## src/dbu_map.svh

```systemverilog
// Register offsets, field positions, reset values and timing counts of the debug serial unit
`ifndef DBU_MAP_SVH
`define DBU_MAP_SVH
`define DBU_CR_OFS      8'h00
`define DBU_MR_OFS      8'h04
`define DBU_SR_OFS      8'h14
`define DBU_RHR_OFS     8'h18
`define DBU_THR_OFS     8'h1c
`define DBU_BRGR_OFS    8'h20
`define DBU_CIDR_OFS    8'h40
`define DBU_EXID_OFS    8'h44
`define DBU_FNR_OFS     8'h48
// Control register command bits
`define DBU_CR_RECEIVER_RESET_CMD    2
`define DBU_CR_RSTTX    3
`define DBU_CR_RECEIVE_ENABLE_CMD     4
`define DBU_CR_RECEIVE_DISABLE_CMD    5
`define DBU_CR_TXEN     6
`define DBU_CR_TXDIS    7
`define DBU_CR_RESET_STATUS_CMD   8
// Mode register fields
`define DBU_MR_PAR_LSB  9
`define DBU_MR_CHM_LSB  14
`define DBU_PAR_EVEN    3'h0
`define DBU_PAR_ODD     3'h1
`define DBU_PAR_SPACE   3'h2
`define DBU_PAR_MARK    3'h3
`define DBU_PAR_NONE_B  2
`define DBU_CHM_NORMAL  2'h0
`define DBU_CHM_ECHO    2'h1
`define DBU_CHM_LOCAL   2'h2
`define DBU_CHM_REMOTE  2'h3
// Status register bits
`define DBU_SR_RECEIVE_READY_FLAG    0
`define DBU_SR_TXRDY    1
`define DBU_SR_OVERRUN_FLAG     5
`define DBU_SR_FRAME    6
`define DBU_SR_PARITY_ERROR_FLAG     7
`define DBU_SR_TXEMPTY  9
`define DBU_SR_EMULATOR_CHANNEL_TX_FULL   30
`define DBU_SR_EMULATOR_CHANNEL_RX_FULL   31
// Reset values
`define DBU_MR_RST      16'h0000
`define DBU_DIV_RST     17'h00000
// Receiver timing in sampling ticks (counter value before the tick)
`define DBU_START_LAST  5'h06
`define DBU_SAMPLE_AT   5'h17
`define DBU_REBASE      5'h08
// Transmitter timing
`define DBU_TX_SUB_LAST 4'hf
`define DBU_TX_BITS_PAR 4'hb
`define DBU_TX_BITS_NOP 4'ha
`endif

```

## src/dbu_pkg.sv

```systemverilog
// Types and shared functions of the debug serial unit
package dbu_pkg;
  typedef enum logic [2:0] {RX_OFF, RX_IDLE, RX_START, RX_DATA, RX_PAR, RX_STOP} dbu_rx_state_e;
  typedef enum logic       {TX_IDLE, TX_SEND} dbu_tx_state_e;
  typedef struct packed {
    logic enable;
    logic halt;
    logic reset;
  } dbu_rx_ctl_s;
  typedef struct packed {
    logic [7:0] data;
    logic       par_err;
    logic       frm_err;
  } dbu_rx_char_s;
  // Parity bit for a character under a given parity mode (low two bits)
  function automatic logic dbu_parity(input logic [7:0] data, input logic [1:0] mode);
    case (mode)
      2'h0:    dbu_parity = ^data;
      2'h1:    dbu_parity = ~^data;
      2'h2:    dbu_parity = 1'b0;
      default: dbu_parity = 1'b1;
    endcase
  endfunction
endpackage

```

## src/dbu_rx.sv

```systemverilog
// Receiver of the debug serial unit: start qualification, mid-bit sampling, error flags
`timescale 1ns/10ps
`include "dbu_map.svh"
module dbu_rx import dbu_pkg::*; (
  input  wire logic         clk,
  input  wire logic         arst_n,
  input  wire logic         tick,
  input  wire logic         line,
  input  wire dbu_rx_ctl_s  ctl,
  input  wire logic [2:0]   par_mode,
  output logic              done,
  output dbu_rx_char_s      chr
);
  dbu_rx_state_e state_reg;
  logic [4:0]    cnt_reg;
  logic [2:0]    bit_reg;
  logic [7:0]    shift_reg;
  logic          par_bad_reg;
  logic          stop_pend_reg;
  logic          samp;

  // Mid-bit sampling point
  assign samp = tick && (cnt_reg == `DBU_SAMPLE_AT);

  // Sampling tick counter
  always_ff @(posedge clk or negedge arst_n) begin
    if (!arst_n) begin
      cnt_reg <= 5'h00;
    end else if (ctl.reset || state_reg == RX_OFF || state_reg == RX_IDLE) begin
      cnt_reg <= 5'h00;
    end else if (samp) begin
      cnt_reg <= `DBU_REBASE;
    end else if (tick) begin
      cnt_reg <= cnt_reg + 5'h01;
    end
  end

  // Receive state machine
  always_ff @(posedge clk or negedge arst_n) begin
    if (!arst_n) begin
      state_reg     <= RX_OFF;
      bit_reg       <= 3'h0;
      shift_reg     <= 8'h00;
      par_bad_reg   <= 1'b0;
      stop_pend_reg <= 1'b0;
      done          <= 1'b0;
      chr           <= '0;
    end else begin
      done <= 1'b0;
      if (ctl.reset) begin
        state_reg     <= RX_OFF;
        stop_pend_reg <= 1'b0;
      end else begin
        if (ctl.enable) begin
          stop_pend_reg <= 1'b0;
        end else if (ctl.halt) begin
          stop_pend_reg <= 1'b1;
        end
        case (state_reg)
          RX_OFF: begin
            if (ctl.enable) begin
              state_reg <= RX_IDLE;
            end
          end
          RX_IDLE: begin
            if (ctl.halt && !ctl.enable) begin
              state_reg <= RX_OFF;
            end else if (tick && !line) begin
              state_reg <= RX_START;
            end
          end
          RX_START: begin
            if (ctl.halt && !ctl.enable) begin
              state_reg <= RX_OFF;
            end else if (tick && line) begin
              state_reg <= RX_IDLE;
            end else if (tick && cnt_reg == `DBU_START_LAST) begin
              state_reg <= RX_DATA;
              bit_reg   <= 3'h0;
            end
          end
          RX_DATA: begin
            if (samp) begin
              shift_reg <= {line, shift_reg[7:1]};
              bit_reg   <= bit_reg + 3'h1;
              if (bit_reg == 3'h7) begin
                state_reg <= par_mode[`DBU_PAR_NONE_B] ? RX_STOP : RX_PAR;
              end
            end
          end
          RX_PAR: begin
            if (samp) begin
              par_bad_reg <= line != dbu_parity(shift_reg, par_mode[1:0]);
              state_reg   <= RX_STOP;
            end
          end
          RX_STOP: begin
            if (samp) begin
              done        <= 1'b1;
              chr.data    <= shift_reg;
              chr.par_err <= par_bad_reg && !par_mode[`DBU_PAR_NONE_B];
              chr.frm_err <= !line;
              par_bad_reg <= 1'b0;
              // A pending disable takes effect only once the stop bit is in
              state_reg   <= (stop_pend_reg || ctl.halt) ? RX_OFF : RX_IDLE;
            end
          end
          default: state_reg <= RX_OFF;
        endcase
      end
    end
  end
endmodule

```

## src/dbu_top.sv

```systemverilog
// Debug serial unit: APB registers, bit rate generator, transmitter, test modes, debug signals
//
// Implementation choices: the APB slave port and the placing of the registers.
`timescale 1ns/10ps
`include "dbu_map.svh"
module dbu_top import dbu_pkg::*; #(
  parameter logic [31:0] CHIP_ID = 32'h0a5a_0001, // Arbitrary value
  parameter logic [31:0] EXT_ID  = 32'h0000_0000  // Arbitrary value
) (
  input  wire logic        clk,
  input  wire logic        arst_n,
  input  wire logic        psel,
  input  wire logic        penable,
  input  wire logic        pwrite,
  input  wire logic [7:0]  paddr,
  input  wire logic [31:0] pwdata,
  output logic             pready,
  output logic [31:0]      prdata,
  output logic             pslverr,
  input  wire logic        serial_in_pin,
  output logic             serial_out_pin,
  input  wire logic        emulator_channel_rx_full,
  input  wire logic        emulator_channel_tx_full,
  output logic             comm_irq,
  output logic             force_test_reset,
  output logic             rx_xfer_req,
  output logic             tx_xfer_req
);
  // Synchronisers for asynchronous inputs
  logic [1:0]    rx_pipe_reg;
  logic [1:0]    crx_pipe_reg;
  logic [1:0]    ctx_pipe_reg;
  // Configuration and state
  logic [15:0]   mode_reg;
  logic [16:0]   clock_divisor;
  logic [16:0]   pre_cnt_reg;
  logic [7:0]    rhr_reg;
  logic          receive_ready_flag_reg;
  logic          ovr_reg;
  logic          parity_error_flag_reg;
  logic          frame_reg;
  logic          tx_en_reg;
  logic          tx_dis_pend_reg;
  logic [7:0]    thr_reg;
  logic          thr_full_reg;
  dbu_tx_state_e tx_state_reg;
  logic [10:0]   tx_shift_reg;
  logic [3:0]    tx_bits_reg;
  logic [3:0]    tx_sub_reg;
  // Combinational terms
  logic          access;
  logic          wr;
  logic          rd;
  logic          tick;
  logic          tx_bit_tick;
  logic          tx_line;
  logic          rx_line;
  logic          out_next;
  logic [1:0]    chmode;
  logic [2:0]    par_mode;
  logic          wr_cr;
  logic          rst_sta;
  logic          rhr_read;
  logic          tx_load;
  logic          txrdy;
  logic          txempty;
  logic          rx_done;
  dbu_rx_char_s  rx_chr;
  dbu_rx_ctl_s   rx_ctl;
  logic [31:0]   status_word;
  logic [31:0]   rd_data;

  // Address decode, used only for the error answer; read data has its own case
  function automatic logic is_mapped(input logic [7:0] a);
    case (a)
      `DBU_CR_OFS, `DBU_MR_OFS, `DBU_SR_OFS, `DBU_RHR_OFS, `DBU_THR_OFS,
      `DBU_BRGR_OFS, `DBU_CIDR_OFS, `DBU_EXID_OFS, `DBU_FNR_OFS: is_mapped = 1'b1;
      default: is_mapped = 1'b0;
    endcase
  endfunction

  // APB: one wait state, the write and the read side effect land on completion
  assign access = psel && penable;
  assign wr     = access && pready && pwrite;
  assign rd     = access && pready && !pwrite;
  assign wr_cr  = wr && paddr == `DBU_CR_OFS;
  assign rst_sta  = wr_cr && pwdata[`DBU_CR_RESET_STATUS_CMD];
  assign rhr_read = rd && paddr == `DBU_RHR_OFS;
  assign chmode   = mode_reg[`DBU_MR_CHM_LSB +: 2];
  assign par_mode = mode_reg[`DBU_MR_PAR_LSB +: 3];

  // Status word seen by software
  always_comb begin
    status_word                   = 32'h0000_0000;
    status_word[`DBU_SR_RECEIVE_READY_FLAG]    = receive_ready_flag_reg;
    status_word[`DBU_SR_TXRDY]    = txrdy;
    status_word[`DBU_SR_OVERRUN_FLAG]     = ovr_reg;
    status_word[`DBU_SR_FRAME]    = frame_reg;
    status_word[`DBU_SR_PARITY_ERROR_FLAG]     = parity_error_flag_reg;
    status_word[`DBU_SR_TXEMPTY]  = txempty;
    status_word[`DBU_SR_EMULATOR_CHANNEL_TX_FULL]   = ctx_pipe_reg[1];
    status_word[`DBU_SR_EMULATOR_CHANNEL_RX_FULL]   = crx_pipe_reg[1];
  end

  // Read multiplexer; write-only and unmapped locations read as zero
  always_comb begin
    case (paddr)
      `DBU_MR_OFS:   rd_data = {16'h0000, mode_reg};
      `DBU_SR_OFS:   rd_data = status_word;
      `DBU_RHR_OFS:  rd_data = {24'h000000, rhr_reg};
      `DBU_BRGR_OFS: rd_data = {15'h0000, clock_divisor};
      `DBU_CIDR_OFS: rd_data = CHIP_ID;
      `DBU_EXID_OFS: rd_data = EXT_ID;
      `DBU_FNR_OFS:  rd_data = {31'h00000000, force_test_reset};
      default:       rd_data = 32'h0000_0000;
    endcase
  end

  // Bus answer registers
  always_ff @(posedge clk or negedge arst_n) begin
    if (!arst_n) begin
      pready  <= 1'b0;
      prdata  <= 32'h0000_0000;
      pslverr <= 1'b0;
    end else begin
      pready  <= access && !pready;
      pslverr <= access && !pready && !is_mapped(paddr);
      if (access && !pready) begin
        prdata <= pwrite ? 32'h0000_0000 : rd_data;
      end
    end
  end

  // Software-written configuration
  always_ff @(posedge clk or negedge arst_n) begin
    if (!arst_n) begin
      mode_reg         <= `DBU_MR_RST;
      clock_divisor    <= `DBU_DIV_RST;
      force_test_reset <= 1'b0;
    end else if (wr) begin
      if (paddr == `DBU_MR_OFS) begin
        mode_reg <= pwdata[15:0];
      end
      if (paddr == `DBU_BRGR_OFS) begin
        clock_divisor <= pwdata[16:0];
      end
      if (paddr == `DBU_FNR_OFS) begin
        force_test_reset <= pwdata[0];
      end
    end
  end

  // Two-flop synchronisers; only the second stage is read
  always_ff @(posedge clk or negedge arst_n) begin
    if (!arst_n) begin
      rx_pipe_reg  <= 2'h3;
      crx_pipe_reg <= 2'h0;
      ctx_pipe_reg <= 2'h0;
    end else begin
      rx_pipe_reg  <= {rx_pipe_reg[0], serial_in_pin};
      crx_pipe_reg <= {crx_pipe_reg[0], emulator_channel_rx_full};
      ctx_pipe_reg <= {ctx_pipe_reg[0], emulator_channel_tx_full};
    end
  end

  // Bit rate prescaler: one sampling tick per divisor clocks
  assign tick = (clock_divisor != 17'h00000) && (pre_cnt_reg == clock_divisor - 17'h00001);
  always_ff @(posedge clk or negedge arst_n) begin
    if (!arst_n) begin
      pre_cnt_reg <= 17'h00000;
    end else if (tick || clock_divisor == 17'h00000) begin
      pre_cnt_reg <= 17'h00000;
    end else begin
      pre_cnt_reg <= pre_cnt_reg + 17'h00001;
    end
  end

  // Channel mode routing; remote loopback keeps the receiver on an idle line
  assign tx_line = tx_shift_reg[0];
  always_comb begin
    case (chmode)
      `DBU_CHM_ECHO:   begin rx_line = rx_pipe_reg[1]; out_next = rx_pipe_reg[1]; end
      `DBU_CHM_LOCAL:  begin rx_line = tx_line;        out_next = 1'b1;           end
      `DBU_CHM_REMOTE: begin rx_line = 1'b1;           out_next = rx_pipe_reg[1]; end
      default:         begin rx_line = rx_pipe_reg[1]; out_next = tx_line;        end
    endcase
  end

  // Serial output pin and debug interrupt, both registered
  always_ff @(posedge clk or negedge arst_n) begin
    if (!arst_n) begin
      serial_out_pin <= 1'b1;
      comm_irq       <= 1'b0;
    end else begin
      serial_out_pin <= out_next;
      comm_irq       <= crx_pipe_reg[1] || ctx_pipe_reg[1];
    end
  end

  // Receiver commands from the control register
  assign rx_ctl.enable  = wr_cr && pwdata[`DBU_CR_RECEIVE_ENABLE_CMD];
  assign rx_ctl.halt    = wr_cr && pwdata[`DBU_CR_RECEIVE_DISABLE_CMD];
  assign rx_ctl.reset   = wr_cr && pwdata[`DBU_CR_RECEIVER_RESET_CMD];

  dbu_rx u_rx (
    .clk      (clk),
    .arst_n   (arst_n),
    .tick     (tick),
    .line     (rx_line),
    .ctl      (rx_ctl),
    .par_mode (par_mode),
    .done     (rx_done),
    .chr      (rx_chr)
  );

  // Receive holding register and sticky flags; a new event wins over a clear
  always_ff @(posedge clk or negedge arst_n) begin
    if (!arst_n) begin
      rhr_reg   <= 8'h00;
      receive_ready_flag_reg <= 1'b0;
      ovr_reg   <= 1'b0;
      parity_error_flag_reg  <= 1'b0;
      frame_reg <= 1'b0;
    end else begin
      if (rx_done) begin
        rhr_reg   <= rx_chr.data;
        receive_ready_flag_reg <= 1'b1;
      end else if (rhr_read) begin
        receive_ready_flag_reg <= 1'b0;
      end
      if (rx_done && receive_ready_flag_reg && !rhr_read) begin
        ovr_reg <= 1'b1;
      end else if (rst_sta) begin
        ovr_reg <= 1'b0;
      end
      if (rx_done && rx_chr.par_err) begin
        parity_error_flag_reg <= 1'b1;
      end else if (rst_sta) begin
        parity_error_flag_reg <= 1'b0;
      end
      if (rx_done && rx_chr.frm_err) begin
        frame_reg <= 1'b1;
      end else if (rst_sta) begin
        frame_reg <= 1'b0;
      end
    end
  end

  // Transmitter status and transfer requests
  assign txrdy       = tx_en_reg && !thr_full_reg;
  assign txempty     = txrdy && tx_state_reg == TX_IDLE;
  assign tx_load     = tx_state_reg == TX_IDLE && thr_full_reg;
  assign tx_bit_tick = tick && tx_sub_reg == `DBU_TX_SUB_LAST;
  assign rx_xfer_req = receive_ready_flag_reg;
  assign tx_xfer_req = txrdy;

  // Transmit enable and holding register; reset command stops at once
  always_ff @(posedge clk or negedge arst_n) begin
    if (!arst_n) begin
      tx_en_reg       <= 1'b0;
      tx_dis_pend_reg <= 1'b0;
      thr_reg         <= 8'h00;
      thr_full_reg    <= 1'b0;
    end else if (wr_cr && pwdata[`DBU_CR_RSTTX]) begin
      tx_en_reg       <= 1'b0;
      tx_dis_pend_reg <= 1'b0;
      thr_full_reg    <= 1'b0;
    end else begin
      if (wr_cr && pwdata[`DBU_CR_TXEN]) begin
        tx_en_reg       <= 1'b1;
        tx_dis_pend_reg <= 1'b0;
      end else if ((wr_cr && pwdata[`DBU_CR_TXDIS]) || tx_dis_pend_reg) begin
        // Disable waits until both holding and shift registers are empty
        if (txempty || !tx_en_reg) begin
          tx_en_reg       <= 1'b0;
          tx_dis_pend_reg <= 1'b0;
        end else begin
          tx_dis_pend_reg <= 1'b1;
        end
      end
      if (wr && paddr == `DBU_THR_OFS && tx_en_reg) begin
        thr_reg      <= pwdata[7:0];
        thr_full_reg <= 1'b1;
      end else if (tx_load) begin
        thr_full_reg <= 1'b0;
      end
    end
  end

  // Transmit shifter: start, data LSB first, optional parity, stop
  always_ff @(posedge clk or negedge arst_n) begin
    if (!arst_n) begin
      tx_state_reg <= TX_IDLE;
      tx_shift_reg <= 11'h7ff;
      tx_bits_reg  <= 4'h0;
      tx_sub_reg   <= 4'h0;
    end else if (wr_cr && pwdata[`DBU_CR_RSTTX]) begin
      tx_state_reg <= TX_IDLE;
      tx_shift_reg <= 11'h7ff;
    end else begin
      case (tx_state_reg)
        TX_IDLE: begin
          tx_sub_reg <= 4'h0;
          if (tx_load) begin
            tx_state_reg <= TX_SEND;
            if (par_mode[`DBU_PAR_NONE_B]) begin
              tx_shift_reg <= {2'h3, thr_reg, 1'b0};
              tx_bits_reg  <= `DBU_TX_BITS_NOP;
            end else begin
              tx_shift_reg <= {1'b1, dbu_parity(thr_reg, par_mode[1:0]), thr_reg, 1'b0};
              tx_bits_reg  <= `DBU_TX_BITS_PAR;
            end
          end
        end
        TX_SEND: begin
          if (tick) begin
            tx_sub_reg <= tx_sub_reg + 4'h1;
          end
          if (tx_bit_tick) begin
            tx_shift_reg <= {1'b1, tx_shift_reg[10:1]};
            tx_bits_reg  <= tx_bits_reg - 4'h1;
            if (tx_bits_reg == 4'h1) begin
              tx_state_reg <= TX_IDLE;
            end
          end
        end
        default: tx_state_reg <= TX_IDLE;
      endcase
    end
  end
endmodule

```

## config.mk

```make
export PLATFORM = sky130hd
export DESIGN_NAME = dbu_top
export DESIGN_NICKNAME = d
export VERILOG_FILES = /design/src/dbu_pkg.sv /design/src/dbu_rx.sv /design/src/dbu_top.sv
export VERILOG_INCLUDE_DIRS = /design/src
export SDC_FILE = /design/constraint.sdc
export NUM_CORES = 1
export LEC_CHECK = 0
export BUFFER_PORTS_ARGS = -buffer_cell sky130_fd_sc_hd__buf_2
export CORE_ASPECT_RATIO = 0.5
export CORE_UTILIZATION = 36
export CTS_CLUSTER_DIAMETER = 60
export DETAILED_ROUTE_END_ITERATION = 10
export PLACE_DENSITY = 0.64
export REMOVE_ABC_BUFFERS = 1
export SLEW_MARGIN = 5
export SYNTH_ARGS = -nofsm -noshare
export SYNTH_HDL_FRONTEND = slang
export SYNTH_SLANG_ARGS = --single-unit
export TNS_END_PERCENT = 1
```

## constraint.sdc

```tcl
create_clock -name clk -period 9 [get_ports clk]
set_input_delay 1.8 -clock clk [delete_from_list [all_inputs] [get_ports clk]]
set_output_delay 1.8 -clock clk [all_outputs]
set_load 0.02 [all_outputs]
```

-- Yosys cells after proc, flatten, opt, wreduce, memory -nomap -nowiden
Index checks and enable logic that the tools add are counted.
- mux-type cells: 75
- equal/unequal tests: 43
- reduce and logical (&&, ||, !) cells: 83
- bitwise gates (word level): 3
- add/subtract/negate cells: 6
- operators by type and width (operator ; count):
    32-bit one-hot mux with 6 select lines ; 1
    3-bit two-way mux ; 15
    1-bit two-way mux ; 36
    11-bit two-way mux ; 3
    1-bit logical AND ; 32
    32-bit two-way mux ; 1
    8-bit by 5-bit == test with 1-bit output (second input constant) ; 3
    8-bit by 7-bit == test with 1-bit output (second input constant) ; 3
    11-bit one-hot mux with 2 select lines ; 1
    3-bit by 1-bit inequality test with 1-bit output (second input constant) ; 6
    3-bit one-hot mux with 6 select lines ; 1
    17-bit by 1-bit adder with 17-bit output (second input constant) ; 1
    17-bit == test ; 1
    17-bit zero test ; 1
    17-bit two-way mux ; 1
    17-bit nonzero test ; 1
    17-bit by 1-bit subtractor with 17-bit output (second input constant) ; 1
    4-bit one-hot mux with 2 select lines ; 2
    8-bit XNOR reduction ; 2
    8-bit parity ; 2
    5-bit two-way mux ; 3
    3-bit nonzero test ; 5
    2-bit AND reduction ; 7
    4-bit two-way mux ; 3
    other kinds (38) ; 78
- flip-flop bits (word level): 168
- output and inout bits: 39
- logic and storage cells: 245
- input port bits: 48

-- Logic depth before layout (Yosys ltp)
Gate-level depths: netlist of the first run.
- depth after elaboration: 10
- gate-level depth with buffers: 13
- gate-level depth less buffers: 10

-- Hierarchy
A second synthesis of the first run with hierarchy kept.
- cell total of the unflattened synthesis: 773
- area, all modules: 8044.0 µm²
- modules (own cells, without submodules) (module ; sequential area each (µm²) ; cells each ; area an instance (µm²) ; times used):
    dbu_top ; 3094.2 ; 616 ; 6459.9 ; 1
    dbu_rx ; 800.8 ; 157 ; 1584.0 ; 1

-- Worst setup path before layout of the first run
Ideal clock, no wire load.
- path kind: input -> register
- start point: input port paddr[1]
- end point: register mode_reg[10]
- path slack: 4.711 ns
- data required time: 8.875 ns
- data arrival time: 4.164 ns
- stages: 7
- path buffers: 3
- library setup time: 0.125 ns
- path through: or4_1 clkbuf_1 nor3_1 and2_1 clkbuf_1 clkbuf_1 mux2_2
- cells in the longest elaborated chain, start to end: 2
- ends and longest elaborated chain (item ; RTL line ; source):
    start: declaration ; dbu_top.sv:15 ; input wire logic [7:0] paddr,
    8-bit by 3-bit == test with 1-bit output ; -- ;
    2-bit AND reduction (no line) ; -- ;
    end signal: assignment ; dbu_top.sv:137 ; mode_reg <= `DBU_MR_RST;
    end signal: assignment ; dbu_top.sv:142 ; mode_reg <= pwdata[15:0];
    end: declaration ; dbu_top.sv:34 ; logic [15:0] mode_reg;
Every way passes these cells.
A chain may end at the register's enable or synchronous reset.

-- Worst setup path in the final report of the first run
- start point: register clock_divisor[0]
- end point: register u_rx.shift_reg[1]
- cells in the longest elaborated chain, start to end: 5
- elaborated cells between the ends (all ways): 6
- classes of those cells: add/sub: 1; eq/ne: 1; reduce/logical: 4
- ends and longest elaborated chain (item ; RTL line ; source):
    start: declaration ; dbu_top.sv:35 ; logic [16:0] clock_divisor;
    start signal: assignment ; dbu_top.sv:138 ; clock_divisor <= `DBU_DIV_RST;
    start signal: assignment ; dbu_top.sv:145 ; clock_divisor <= pwdata[16:0];
    17-bit by 1-bit subtractor with 17-bit output ; dbu_top.sv:167 ; assign tick = (clock_divisor != 17'h00000) && (pre_cnt_reg == clock_divisor - 17'h00001);
    17-bit == test ; dbu_top.sv:167 ;
    1-bit logical AND * ; dbu_top.sv:167 ;
    1-bit logical AND * ; dbu_rx.sv:23 ; assign samp = tick && (cnt_reg == `DBU_SAMPLE_AT);
    3-bit AND reduction (no line) * ; -- ;
    end signal: assignment ; dbu_rx.sv:84 ; shift_reg <= {line, shift_reg[7:1]};
    end: declaration ; dbu_rx.sv:17 ; logic [7:0] shift_reg;
Every way passes the cells marked *; elsewhere a longest branch is shown, timed or not.

==> impl_results.md, run 1 <==
* Global-route wire length before repair at about 31000 µm
* Worst Skew at slightly above 10 ps
* Net count, final at 855
* Most common cell after layout, fill and taps aside: dfrtp_1
* Fin crit share at 0.4724
* Iter 0 DRT Violations at ~510
* Slew Limit Fails at 0
* Sw Ratio at 0.2383
* FF/Latch Area at slightly below 4000 µm²
* Final min period at around 4300 ps
* WP data arrival at around 4600 ps
* Die area at ~23000 µm²
* Final Hold Vio Count at 0
* Antenna Nets Post-Route at 0
* Overall via count from detail_route at around 6000
* CTS buffer count at 17
* Sequential area share after synthesis at 0.4905
* CTS tree: yes
* Max-Cap Viols at 0
* Crit-path max FO at 8
* Combinational group share of total power at 0.067
* Non-filler cells in the finished layout at between 1000 and 1500
* Average wire per standard cell at between 15 and 20 µm
* P&R area growth vs syn at 15.14%
* IO Count at 87
* Via count of the first global-routing pass at approximately 5800
* Clk slew on worst S/H paths at around 60 ps
* Total track usage at 0.1770
* Top FF cell, synth: dfrtp_1
* Crit path from: clock_divisor[0]
* R2R Path End: u_rx.shift_reg[1]
* Internal power at 1.233 mW
* Die width at around 210 µm
* Worst Reg-to-Reg Cells at 8
* Synth async-reset ratio at 1.000
* Die H at about 110 µm
* Hpwl dp at about 13000 µm
* Slew @ Worst Pin at 1223 ps
* Clk_lat worst skew at between 400 and 500 ps
* Commonest cells after routing, fill and taps aside: dfrtp_1 (142), mux2_2 (72), buf_2 (63), nand2_1 (62), nor2_1 (51)
* Yosys reg bits at about 160
* Diode count at 0
* CP Capture Type: register
* Share of cells above drive strength 1 at 0.2568
* Clock sink count at approximately 160
* Antenna violations before repair at 0
* Resize count post-CTS at 0
* Port bufs at 64
* # H-tree levels at 4
* Setup crit end: u_rx.shift_reg[1]
* Final worst slack at approximately 4700 ps
* Worst Setup Path Type: register to register
* Clock group share of total power at 0.486
* Core area at 21060 µm²
* Layout fillers at between 1500 and 2000
* Dpl cell area at 8489 µm²
* Seq pwr share at 0.447
* DP Cell Count at between 1000 and 1500
* Mapped Cells at between 700 and 800
* Post-synth EDFFs at 0
* Mapped Area at just under 8000 µm²
* Status: finished clean
* VDD IR-drop max at 133.6 µV
* Largest net degree at the start of global routing at 98
* PwrDens at 177.0 nW/µm²
* Netlist cell types at 72
* Cts hold-fix bufs at 0
* Syn_area_per_cell at ~11 µm²
* DR DRC count at 0
* Hold_ws at roughly 350 ps
* DRT Wirelength at about 19000 µm
* R2R Setup Slk at approximately 4700 ps
* NetSw at roughly 0.39 mW
* Cell area after layout at 9143 µm²
* Largest buffer count on any clock path at 2
* Post-layout util at 0.4340
* CP required at about 9300 ps
* 1st-pass router iterations at 6
* Initial Utilization at 0.3770
* Max reg flops at 20
* Fmax at around 0.24 GHz
* Placement Rows at 37
* Leakage power figure at 4.078 nW
* Root buffer cell: clkbuf_16
* Multi-input logic area at between 3000 and 4000 µm²
* Vias per cell at 5.384
* Placer's final routability congestion estimate at around 0.86
* RSZ-0062 raised after global routing: false
* Startpoint Class: register
* Final setup fails at 0
* Place WS at between 4000 and 5000 ps
* Post-CTS setup buffers at 0
* Reg2reg start: clock_divisor[0]
* Setup TNS at 0 ps
* Power Total at between 1.5 and 2 mW
* Overflow after GRT at 0
* Worst min path class: register to register
* Relative slew slack at 0.1795
* Synth warn at 0
## logic make-up (layout without fill, tap and decap cells)
logic type      after synthesis  in the layout  synth area share
simple gates                254            254            0.1686
xor+xnor                     54             54           0.05956
mux                          84             84            0.1172
flops                       155            155            0.4905
buf+inv                      64            123           0.04050
other cells                   1              7         0.0004723
compound gates              122            122            0.1061
fa+ha+maj                    11             11           0.01702
## Yosys cell counts, drive strengths merged, types with 4 or more instances
cell type  count  area [µm²]
a22oi          7       52.55
nand3         30       150.1
dfrtp        142        3553
mux2          72       810.8
a21o           5       40.04
xnor2         35       306.5
a21boi         4       30.03
nor2          51       191.4
buf           20       155.1
a22o           5       43.79
a21oi         14       70.07
nor2b          4       25.02
and2           8       50.05
nand2         62       232.7
clkbuf        27       102.6
a222oi         8       80.08
dfstp         13       341.6
or3            8       50.05
nor3          18       90.09
mux2i         12       120.1
nand2b         9       63.81
or4            4       33.78
xor2          19       166.4
o21ai         32       160.2
nand4         13       81.33
nor4          13       96.34
nor4b         13       113.9
a31oi         12       75.07
and3           7       45.05
o22ai          5       31.28
ha            10       125.1
o211ai         4       30.03
inv           17       63.81
## power groups by stage
stage / sequential (mW) / combinational (mW) / clock (mW)
finish: 0.723 / 0.109 / 0.787
global route: 0.724 / 0.121 / 0.831
CTS: 0.722 / 0.109 / 0.800
detailed placement: 0.735 / 0.109 / 0
global placement: 0.734 / 0.107 / 0
floorplan: 0.731 / 0.0638 / 0
## metal layers
layer / share of wire / GRT usage
met1: 0.47 / 0.2396
met2: 0.47 / 0.2836
met3: 0.045 / 0.03749
met4: 0.015 / 0.05487
met5: 0 / 0
## layout make-up
cell class / instances / area share
inverters: 17 / 0.006980
clock inverters: 12 / 0.02039
well taps: 292 / 0.03996
flip-flops and latches: 155 / 0.4260
multi-input cells: 532 / 0.4117
clock buffers: 20 / 0.05105
repair buffers: 74 / 0.04393
## worst min-delay path by stage
| stage | from | endpoint | slack, ps | depth (start not counted) |
|---|---|---|---|---|
| after floorplan | crx_pipe_reg[0] | crx_pipe_reg[1] | 330 | 0 |
| after global placement | ctx_pipe_reg[0] | ctx_pipe_reg[1] | 330 | 0 |
| after detailed placement | ctx_pipe_reg[0] | ctx_pipe_reg[1] | 340 | 0 |
| after CTS | ctx_pipe_reg[0] | ctx_pipe_reg[1] | 360 | 0 |
| after global routing | ctx_pipe_reg[0] | ctx_pipe_reg[1] | 360 | 0 |
| final | ctx_pipe_reg[0] | ctx_pipe_reg[1] | 350 | 0 |
## critical path: stages (launching register included)
cell and delay [ps]:
dfrtp_1 480, or4_4 620, or3_1 380, a2111oi_2 360
nand4_1 270, or4_1 790, nand2b_4 280, nor4_4 540
mux2_2 410
Note: power is estimated with default switching activity, not from simulation.
==> run 2: changes to the inputs <==
ABC_AREA = 1   (was default)
clock period = 4.45 ns   (was 9 ns; I/O delays follow)
==> run 2 against run 1 <==
First-iteration DRC count shrank 19%. Synthesized cell count grew 38%. Routed wire length grew 5.7%. Synthesized area grew 4.2%. Non-clock buffer count shrank 3.
==> impl_results.md, run 2 <==
* R2R Setup Slk at 1500 ps (was 4750 ps)
* Final min period at 2947 ps (was 4252 ps)
* Reg2reg start: clock_divisor[1] (was clock_divisor[0])
* Layout fillers at 2207 (was 1970)
* P&R area growth vs syn at 14.36% (was 15.14%)
* Share of cells above drive strength 1 at 0.1659 (was 0.2568)
* Cts hold-fix bufs at 0 (unchanged)
* Synth top area share at 0.4293 (was 0.4475)
* Largest buffer count on any clock path at 2 (unchanged)
* Dpl cell area at 8852 µm² (was 8489 µm²)
* Slew @ Worst Pin at 985.2 ps (was 1223 ps)
* Synth top cells by count: nand2_1 (255), dfrtp_1 (142), inv_1 (131), nor2_1 (92), o21ai_0 (81) (was dfrtp_1 (142), mux2_2 (72), nand2_1 (62), nor2_1 (51), xnor2_1 (35))
* Initial Utilization at 0.3744 (was 0.3770)
* Mapped Area at 8277 µm² (was 7940 µm²)
* Via count of the first global-routing pass at 6498 (was 5766)
* Non-filler cells in the finished layout at 1403 (was 1102)
* Multi-input logic area at 3676 µm² (was 3764 µm²)
* DP Cell Count at 1371 (was 1070)
* Worst Skew at 7.133 ps (was 10.24 ps)
* Hold_ws at 350.2 ps (was 353.3 ps)
* Leakage power figure at 4.659 nW (was 4.078 nW)
* Mapped Cells at 1029 (was 745)
* Overflow after GRT at 0 (unchanged)
* Crit-path max FO at 21 (was 8)
* Die area at 23640 µm² (was 22690 µm²)
* Port bufs at 64 (unchanged)
* Largest net degree at the start of global routing at 91 (was 98)
* Area contributors post-synth: dfrtp_1 (43%), nand2_1 (12%), inv_1 (5.9%), o21ai_0 (4.9%), nor2_1 (4.2%) (was dfrtp_1 (45%), mux2_2 (10%), dfstp_2 (4.3%), xnor2_1 (3.9%), nand2_1 (2.9%))
* DR DRC count at 0 (unchanged)
* CP required at 4760 ps (was 9310 ps)
* Placer's final routability congestion estimate at 0.9178 (was 0.8612)
* Max-Cap Viols at 0 (unchanged)
* # H-tree levels at 4 (unchanged)
* Hold Path Sink: ctx_pipe_reg[1] (unchanged)
* Global-route wire length before repair at 33290 µm (was 30960 µm)
* Top FF cell, synth: dfrtp_1 (unchanged)
* Clk_lat worst skew at 430 ps (about the same)
* Vias per cell at 4.900 (was 5.384)
* DRT Wirelength at 20330 µm (was 19240 µm)
* Most common cell after layout, fill and taps aside: nand2_1 (was dfrtp_1)
* Relative slew slack at 0.3416 (was 0.1795)
* Post-synth EDFFs at 0 (unchanged)
* Placement Rows at 38 (was 37)
* Final Hold Vio Count at 0 (unchanged)
* Clk slew on worst S/H paths at 70 ps (was 60 ps)
* Netlist cell types at 48 (was 72)
* Fin crit share at 0.6623 (was 0.4724)
* Startpoint Class: register (unchanged)
* Final setup fails at 0 (unchanged)
* Sequential area share after synthesis at 0.4706 (was 0.4905)
* Hpwl dp at 15000 µm (was 13310 µm)
* CTS buffer count at 17 (unchanged)
* 1st-pass router iterations at 5 (was 6)
* Synth async-reset ratio at 1.000 (unchanged)
* Synth warn at 0 (unchanged)
* Synth area leader: dfrtp_1 (unchanged)
* Post-CTS setup buffers at 0 (unchanged)
* Total track usage at 0.1800 (was 0.1770)
* Worst Setup Path Type: register to register (unchanged)
* Worst Reg-to-Reg Cells at 17 (was 8)
* Net count, final at 1148 (was 855)
* WP data arrival at 3260 ps (was 4560 ps)
* CTS tree: yes (unchanged)
* R2R Path End: u_rx.chr[9] (was u_rx.shift_reg[1])
* Iter 0 DRT Violations at 412 (was 507)
* Die H at 109.2 µm (was 107.0 µm)
* Hold path startpoint: ctx_pipe_reg[0] (unchanged)
* Slew Limit Fails at 0 (unchanged)
* Core area at 22110 µm² (was 21060 µm²)
* Resize count post-CTS at 0 (unchanged)
* Hold Path Stages at 0 (unchanged)
* Commonest cells after routing, fill and taps aside: nand2_1 (255), dfrtp_1 (142), inv_1 (131), nor2_1 (92), o21ai_0 (81) (was dfrtp_1 (142), mux2_2 (72), buf_2 (63), nand2_1 (62), nor2_1 (51))
* Max reg flops at 20 (unchanged)
* Antenna violations before repair at 0 (unchanged)
* Antenna Nets Post-Route at 0 (unchanged)
* Cell area after layout at 9465 µm² (was 9143 µm²)
* Status: finished clean (unchanged)
* Worst min path class: register to register (unchanged)
* Diode count at 0 (unchanged)
* PwrDens at 347.8 nW/µm² (was 177.0 nW/µm²)
* Clock sink count at 155 (unchanged)
* Power Total at 3.292 mW (was 1.618 mW)
* Fmax at 0.3393 GHz (was 0.2352 GHz)
* Syn_area_per_cell at 8.043 µm² (was 10.66 µm²)
* IO Count at 87 (unchanged)
* FF/Latch Area at 3895 µm² (unchanged)
* Top-count cell post-synth: nand2_1 (was dfrtp_1)
* Root buffer cell: clkbuf_16 (unchanged)
* Setup TNS at 0 ps (unchanged)
* Average wire per standard cell at 14.49 µm (was 17.46 µm)
* Overall via count from detail_route at 6875 (was 5933)
* VDD IR-drop max at 247.1 µV (was 133.6 µV)
* RSZ-0062 raised after global routing: false (unchanged)
* Yosys reg bits at 155 (unchanged)
* CP Capture Type: register (unchanged)
* Die width at 216.4 µm (was 212.0 µm)
run 2: how the worst max path moves through the flow:
stage / start / slack [ps] / cells past startpoint / endpoint
after floorplan: paddr[1] / 1860 / 5 / clock_divisor[16]
after global placement: psel / 1360 / 7 / prdata[1]
after detailed placement: penable / 1300 / 7 / prdata[3]
after CTS: clock_divisor[1] / 1490 / 20 / tx_bits_reg[1]
after global routing: clock_divisor[1] / 1230 / 20 / tx_bits_reg[1]
final: clock_divisor[1] / 1500 / 17 / u_rx.chr[9]
run 2: routing by layer:
layer | global-route usage | wire (µm)
met1 | 0.2320 | 9288
met2 | 0.3072 | 9888
met3 | 0.03236 | 843
met4 | 0.06137 | 310
met5 | 0 | 0
run 2: kinds of logic (layout without fill, tap and decap cells):
kind of cell             count (synthesis)  in the layout  synth area share
buffers and inverters                  175            243           0.08798
adder cells (fa/ha/maj)                 10             10           0.01512
AND/OR/NAND/NOR                        477            477            0.2649
AO/OA/AOI/OAI                          169            169            0.1160
multiplexers                             2              2          0.002721
flip-flops                             155            155            0.4706
XOR/XNOR                                40             40           0.04233
other                                    1              7         0.0004531
run 2: area by class of cell:
type,instances,area share
clock buffer,20,0.04719
timing repair buffer,71,0.04005
sequential,155,0.4115
clock inverter,12,0.01758
multi-input combinational,705,0.3884
inverter,140,0.05565
tap,300,0.03966
run 2: critical path, cell delays in order, from the launching register on:
cell      delay [ps]
dfrtp_1          360
clkinv_1         210
ha_1             380
inv_1             40
nand2_1           50
nand2_1           60
nor2_1           160
nand2_1           70
nor2_1            90
nand3_1          100
nor2_2           130
nand3_4          110
nor2_8           190
nand3_4          110
clkinv_2         120
nand3_4          280
a21oi_1          280
inv_1             50
run 2: through the flow:
| stage | utilization | worst slack, ps |
|---|---|---|
| 6_report | 0.4281 | 1503 |
| 5_1_grt | 0.4281 | 1234 |
| 4_1_cts | 0.4281 | 1490 |
| 3_5_place_dp | 0.4004 | 1299 |
| 3_3_place_gp | 0.4004 | 1360 |
| 2_1_floorplan | - | 1864 |
run 2: where the power goes:
group	internal, mW	switching, mW	leakage, nW	total [mW]
Clock	0.906	0.618	0.291	1.52
Combinational	0.0918	0.216	2.31	0.307
Sequential	1.43	0.0274	2.06	1.46
Total	2.43	0.861	4.66	3.29
==> run 3: changes to the inputs <==
ABC_AREA = 0   (was 1)
clock period = 2.8 ns   (was 4.45 ns; I/O delays follow)
==> run 3 against run 2 <==
The flow now finishes with violations (setup timing). Die area down 4.0%. Global-route usage increased by 1.2 points. Combinational power grew 47%. Maximum frequency is 14% lower. Worst hold slack got worse by 260 ps. Utilization is 3.9 points higher. Routed wire length rose by 0.89%. Critical path type unchanged. Critical endpoint is now u_rx.shift_reg[0]. Largest power group is now registers.
==> impl_results.md, run 3 (same netlist as run 1, synthesis figures left out) <==
* Most common cell after layout, fill and taps aside: dfrtp_1 (was nand2_1)
* Total track usage at 0.1915 (was 0.1800)
* Fmax at 0.2917 GHz (was 0.3393 GHz)
* Commonest cells after routing, fill and taps aside: dfrtp_1 (142), buf_4 (82), mux2_2 (72), buf_2 (63), nand2_1 (61) (was nand2_1 (255), dfrtp_1 (142), inv_1 (131), nor2_1 (92), o21ai_0 (81))
* DP Cell Count at 1149 (was 1371)
* Slew Limit Fails at 0 (unchanged)
* Port bufs at 64 (unchanged)
* Power Total at 5.039 mW (was 3.292 mW)
* Clk_lat worst skew at 430 ps (about the same)
* Root buffer cell: clkbuf_16 (unchanged)
* Max reg flops at 20 (unchanged)
* Non-filler cells in the finished layout at 1182 (was 1403)
* Net count, final at 935 (was 1148)
* Final worst slack at -628.6 ps (was 1503 ps)
* Setup TNS at -19210 ps (was 0 ps)
* Crit-path most repeated cell: or4_4
* Place WS at -720.0 ps (was 1299 ps)
* CP required at 3110 ps (was 4760 ps)
* Diode count at 0 (unchanged)
* Relative slew slack at 0.4300 (was 0.3416)
* Global-route wire length before repair at 33360 µm (was 33290 µm)
* P&R area growth vs syn at 23.81% (was 14.36%)
* Final Hold Vio Count at 0 (unchanged)
* Die area at 22690 µm² (was 23640 µm²)
* Crit-path max FO at 8 (was 21)
* R2R Setup Slk at -630 ps (was 1500 ps)
* IO Count at 87 (unchanged)
* PwrDens at 512.6 nW/µm² (was 347.8 nW/µm²)
* VDD IR-drop max at 370.5 µV (was 247.1 µV)
* Critical path buffers and inverters at 1 (was 4)
* Final setup fails at 65 (was 0)
* Hpwl dp at 15080 µm (was 15000 µm)
* FF/Latch Area at 3895 µm² (unchanged)
* Initial Utilization at 0.3770 (was 0.3744)
* Core area at 21060 µm² (was 22110 µm²)
* # H-tree levels at 4 (unchanged)
* Placer's final routability congestion estimate at 0.9037 (was 0.9178)
* WP data arrival at 3740 ps (was 3260 ps)
* CTS tree: yes (unchanged)
* Placement Rows at 37 (was 38)
* Leakage power figure at 4.496 nW (was 4.659 nW)
* Fin crit share at 1.225 (was 0.6623)
* Die H at 107.0 µm (was 109.2 µm)
* Antenna Nets Post-Route at 0 (unchanged)
* CP Capture Type: register (unchanged)
* Max-Cap Viols at 0 (unchanged)
* Average wire per standard cell at 17.35 µm (was 14.49 µm)
* Layout fillers at 1918 (was 2207)
* 1st-pass router iterations at 6 (was 5)
* Worst Setup Path Type: register to register (unchanged)
* Die width at 212.0 µm (was 216.4 µm)
* Vias per cell at 5.318 (was 4.900)
* Overflow after GRT at 0 (unchanged)
* Iter 0 DRT Violations at 407 (was 412)
* Worst min path class: input pin to async pin (was register to register)
* Final min period at 3429 ps (was 2947 ps)
* CP peak stage delay at 570 ps (was 380 ps)
* Clk slew on worst S/H paths at 60 ps (was 70 ps)
* Via count of the first global-routing pass at 6320 (was 6498)
* Crit path max-delay cell type: or4_4 (was ha_1)
* Overall via count from detail_route at 6286 (was 6875)
* Clock sink count at 155 (unchanged)
* Worst Skew at 7.844 ps (was 7.133 ps)
* RSZ-0062 raised after global routing: true (was false)
* Slew @ Worst Pin at 849.2 ps (was 985.2 ps)
* Crit path cell chain: or4_4 -> or3_4 -> a2111oi_4 -> nand4_1 -> or4_4 -> nand2b_4 -> nor4_4 -> buf_6 -> mux2_2 (was clkinv_1 -> ha_1 -> inv_1 -> nand2_1 -> nand2_1 -> nor2_1 -> nand2_1 -> nor2_1 -> nand3_1 -> nor2_2 -> nand3_4 -> nor2_8 -> nand3_4 -> clkinv_2 -> nand3_4 -> a21oi_1 -> inv_1)
* DR DRC count at 0 (unchanged)
* Share of cells above drive strength 1 at 0.3371 (was 0.1659)
* Failing checks: setup timing
* Largest net degree at the start of global routing at 60 (was 91)
* Largest buffer count on any clock path at 2 (unchanged)
* Status: finished, violations left (was finished clean)
* Startpoint Class: register (unchanged)
* Multi-input logic area at 3850 µm² (was 3676 µm²)
* Delay-heaviest family, CP: simple AND/OR/NAND/NOR gates (unchanged)
* DRT Wirelength at 20510 µm (was 20330 µm)
* CTS buffer count at 17 (unchanged)
* Antenna violations before repair at 0 (unchanged)
==> run 3: area by class of cell <==
type,instances,area share
Sequential cell,155,0.3962
Multi-Input combinational cell,532,0.3916
Timing Repair Buffer,154,0.1095
Clock buffer,21,0.04684
Tap cell,292,0.03716
Clock inverter,11,0.01222
Inverter,17,0.006491
==> run 3: worst paths after layout <==
kind                                        from                end  depth (start not counted)
worst max-delay path            clock_divisor[0]  u_rx.shift_reg[0]                          9
worst min-delay path                      arst_n  u_rx.shift_reg[5]                          1
worst max register to register  clock_divisor[0]  u_rx.shift_reg[0]                          9
worst min register to register   crx_pipe_reg[0]    crx_pipe_reg[1]                          0
max in group asynchronous                 arst_n         rhr_reg[1]                          2
min in group clk                   serial_in_pin     rx_pipe_reg[0]                          1
==> run 3: worst reg2reg max path, stage by stage (launching register included) <==
cell and delay [ps]:
dfrtp_1 380, or4_4 540, or3_4 390, a2111oi_4 310, nand4_1 230, or4_4 570
nand2b_4 170, nor4_4 220, buf_6 170, mux2_2 340
==> run 3: repair_timing <==
| action | 4_1_cts | 5_1_grt |
|---|---|---|
| endpoints found under the setup margin | 65 | 67 |
| pin swaps | 6 | 2 |
| hold buffers | 0 | 0 |
| resized for setup | 20 | 4 |
| setup buffers | 1 | 0 |
==> run 3: routing by layer <==
layer	GRT usage	vias to the layer above	routed length, µm
met5	0	-	0
met3	0.04159	26	886
met4	0.07195	0	360
met1	0.2540	3179	9539
met2	0.3068	125	9725
li1	-	2956	-
==> run 3: power by group <==
group	switching, mW	internal (mW)
clock	0.937	1.36
combinational	0.290	0.161
sequential	0.0265	2.27
total	1.25	3.79
==> run 3: per-stage QoR <==
| step | util | hold WS, ps | instance area [µm²] |
|---|---|---|---|
| after floorplan | - | 264.4 | 7705 |
| after global placement | 0.4342 | 337.0 | 9145 |
| after detailed placement | 0.4342 | 337.0 | 9145 |
| after CTS | 0.4661 | 104.0 | 9818 |
| after global routing | 0.4667 | 116.9 | 9831 |
| final | 0.4667 | 93.11 | 9831 |
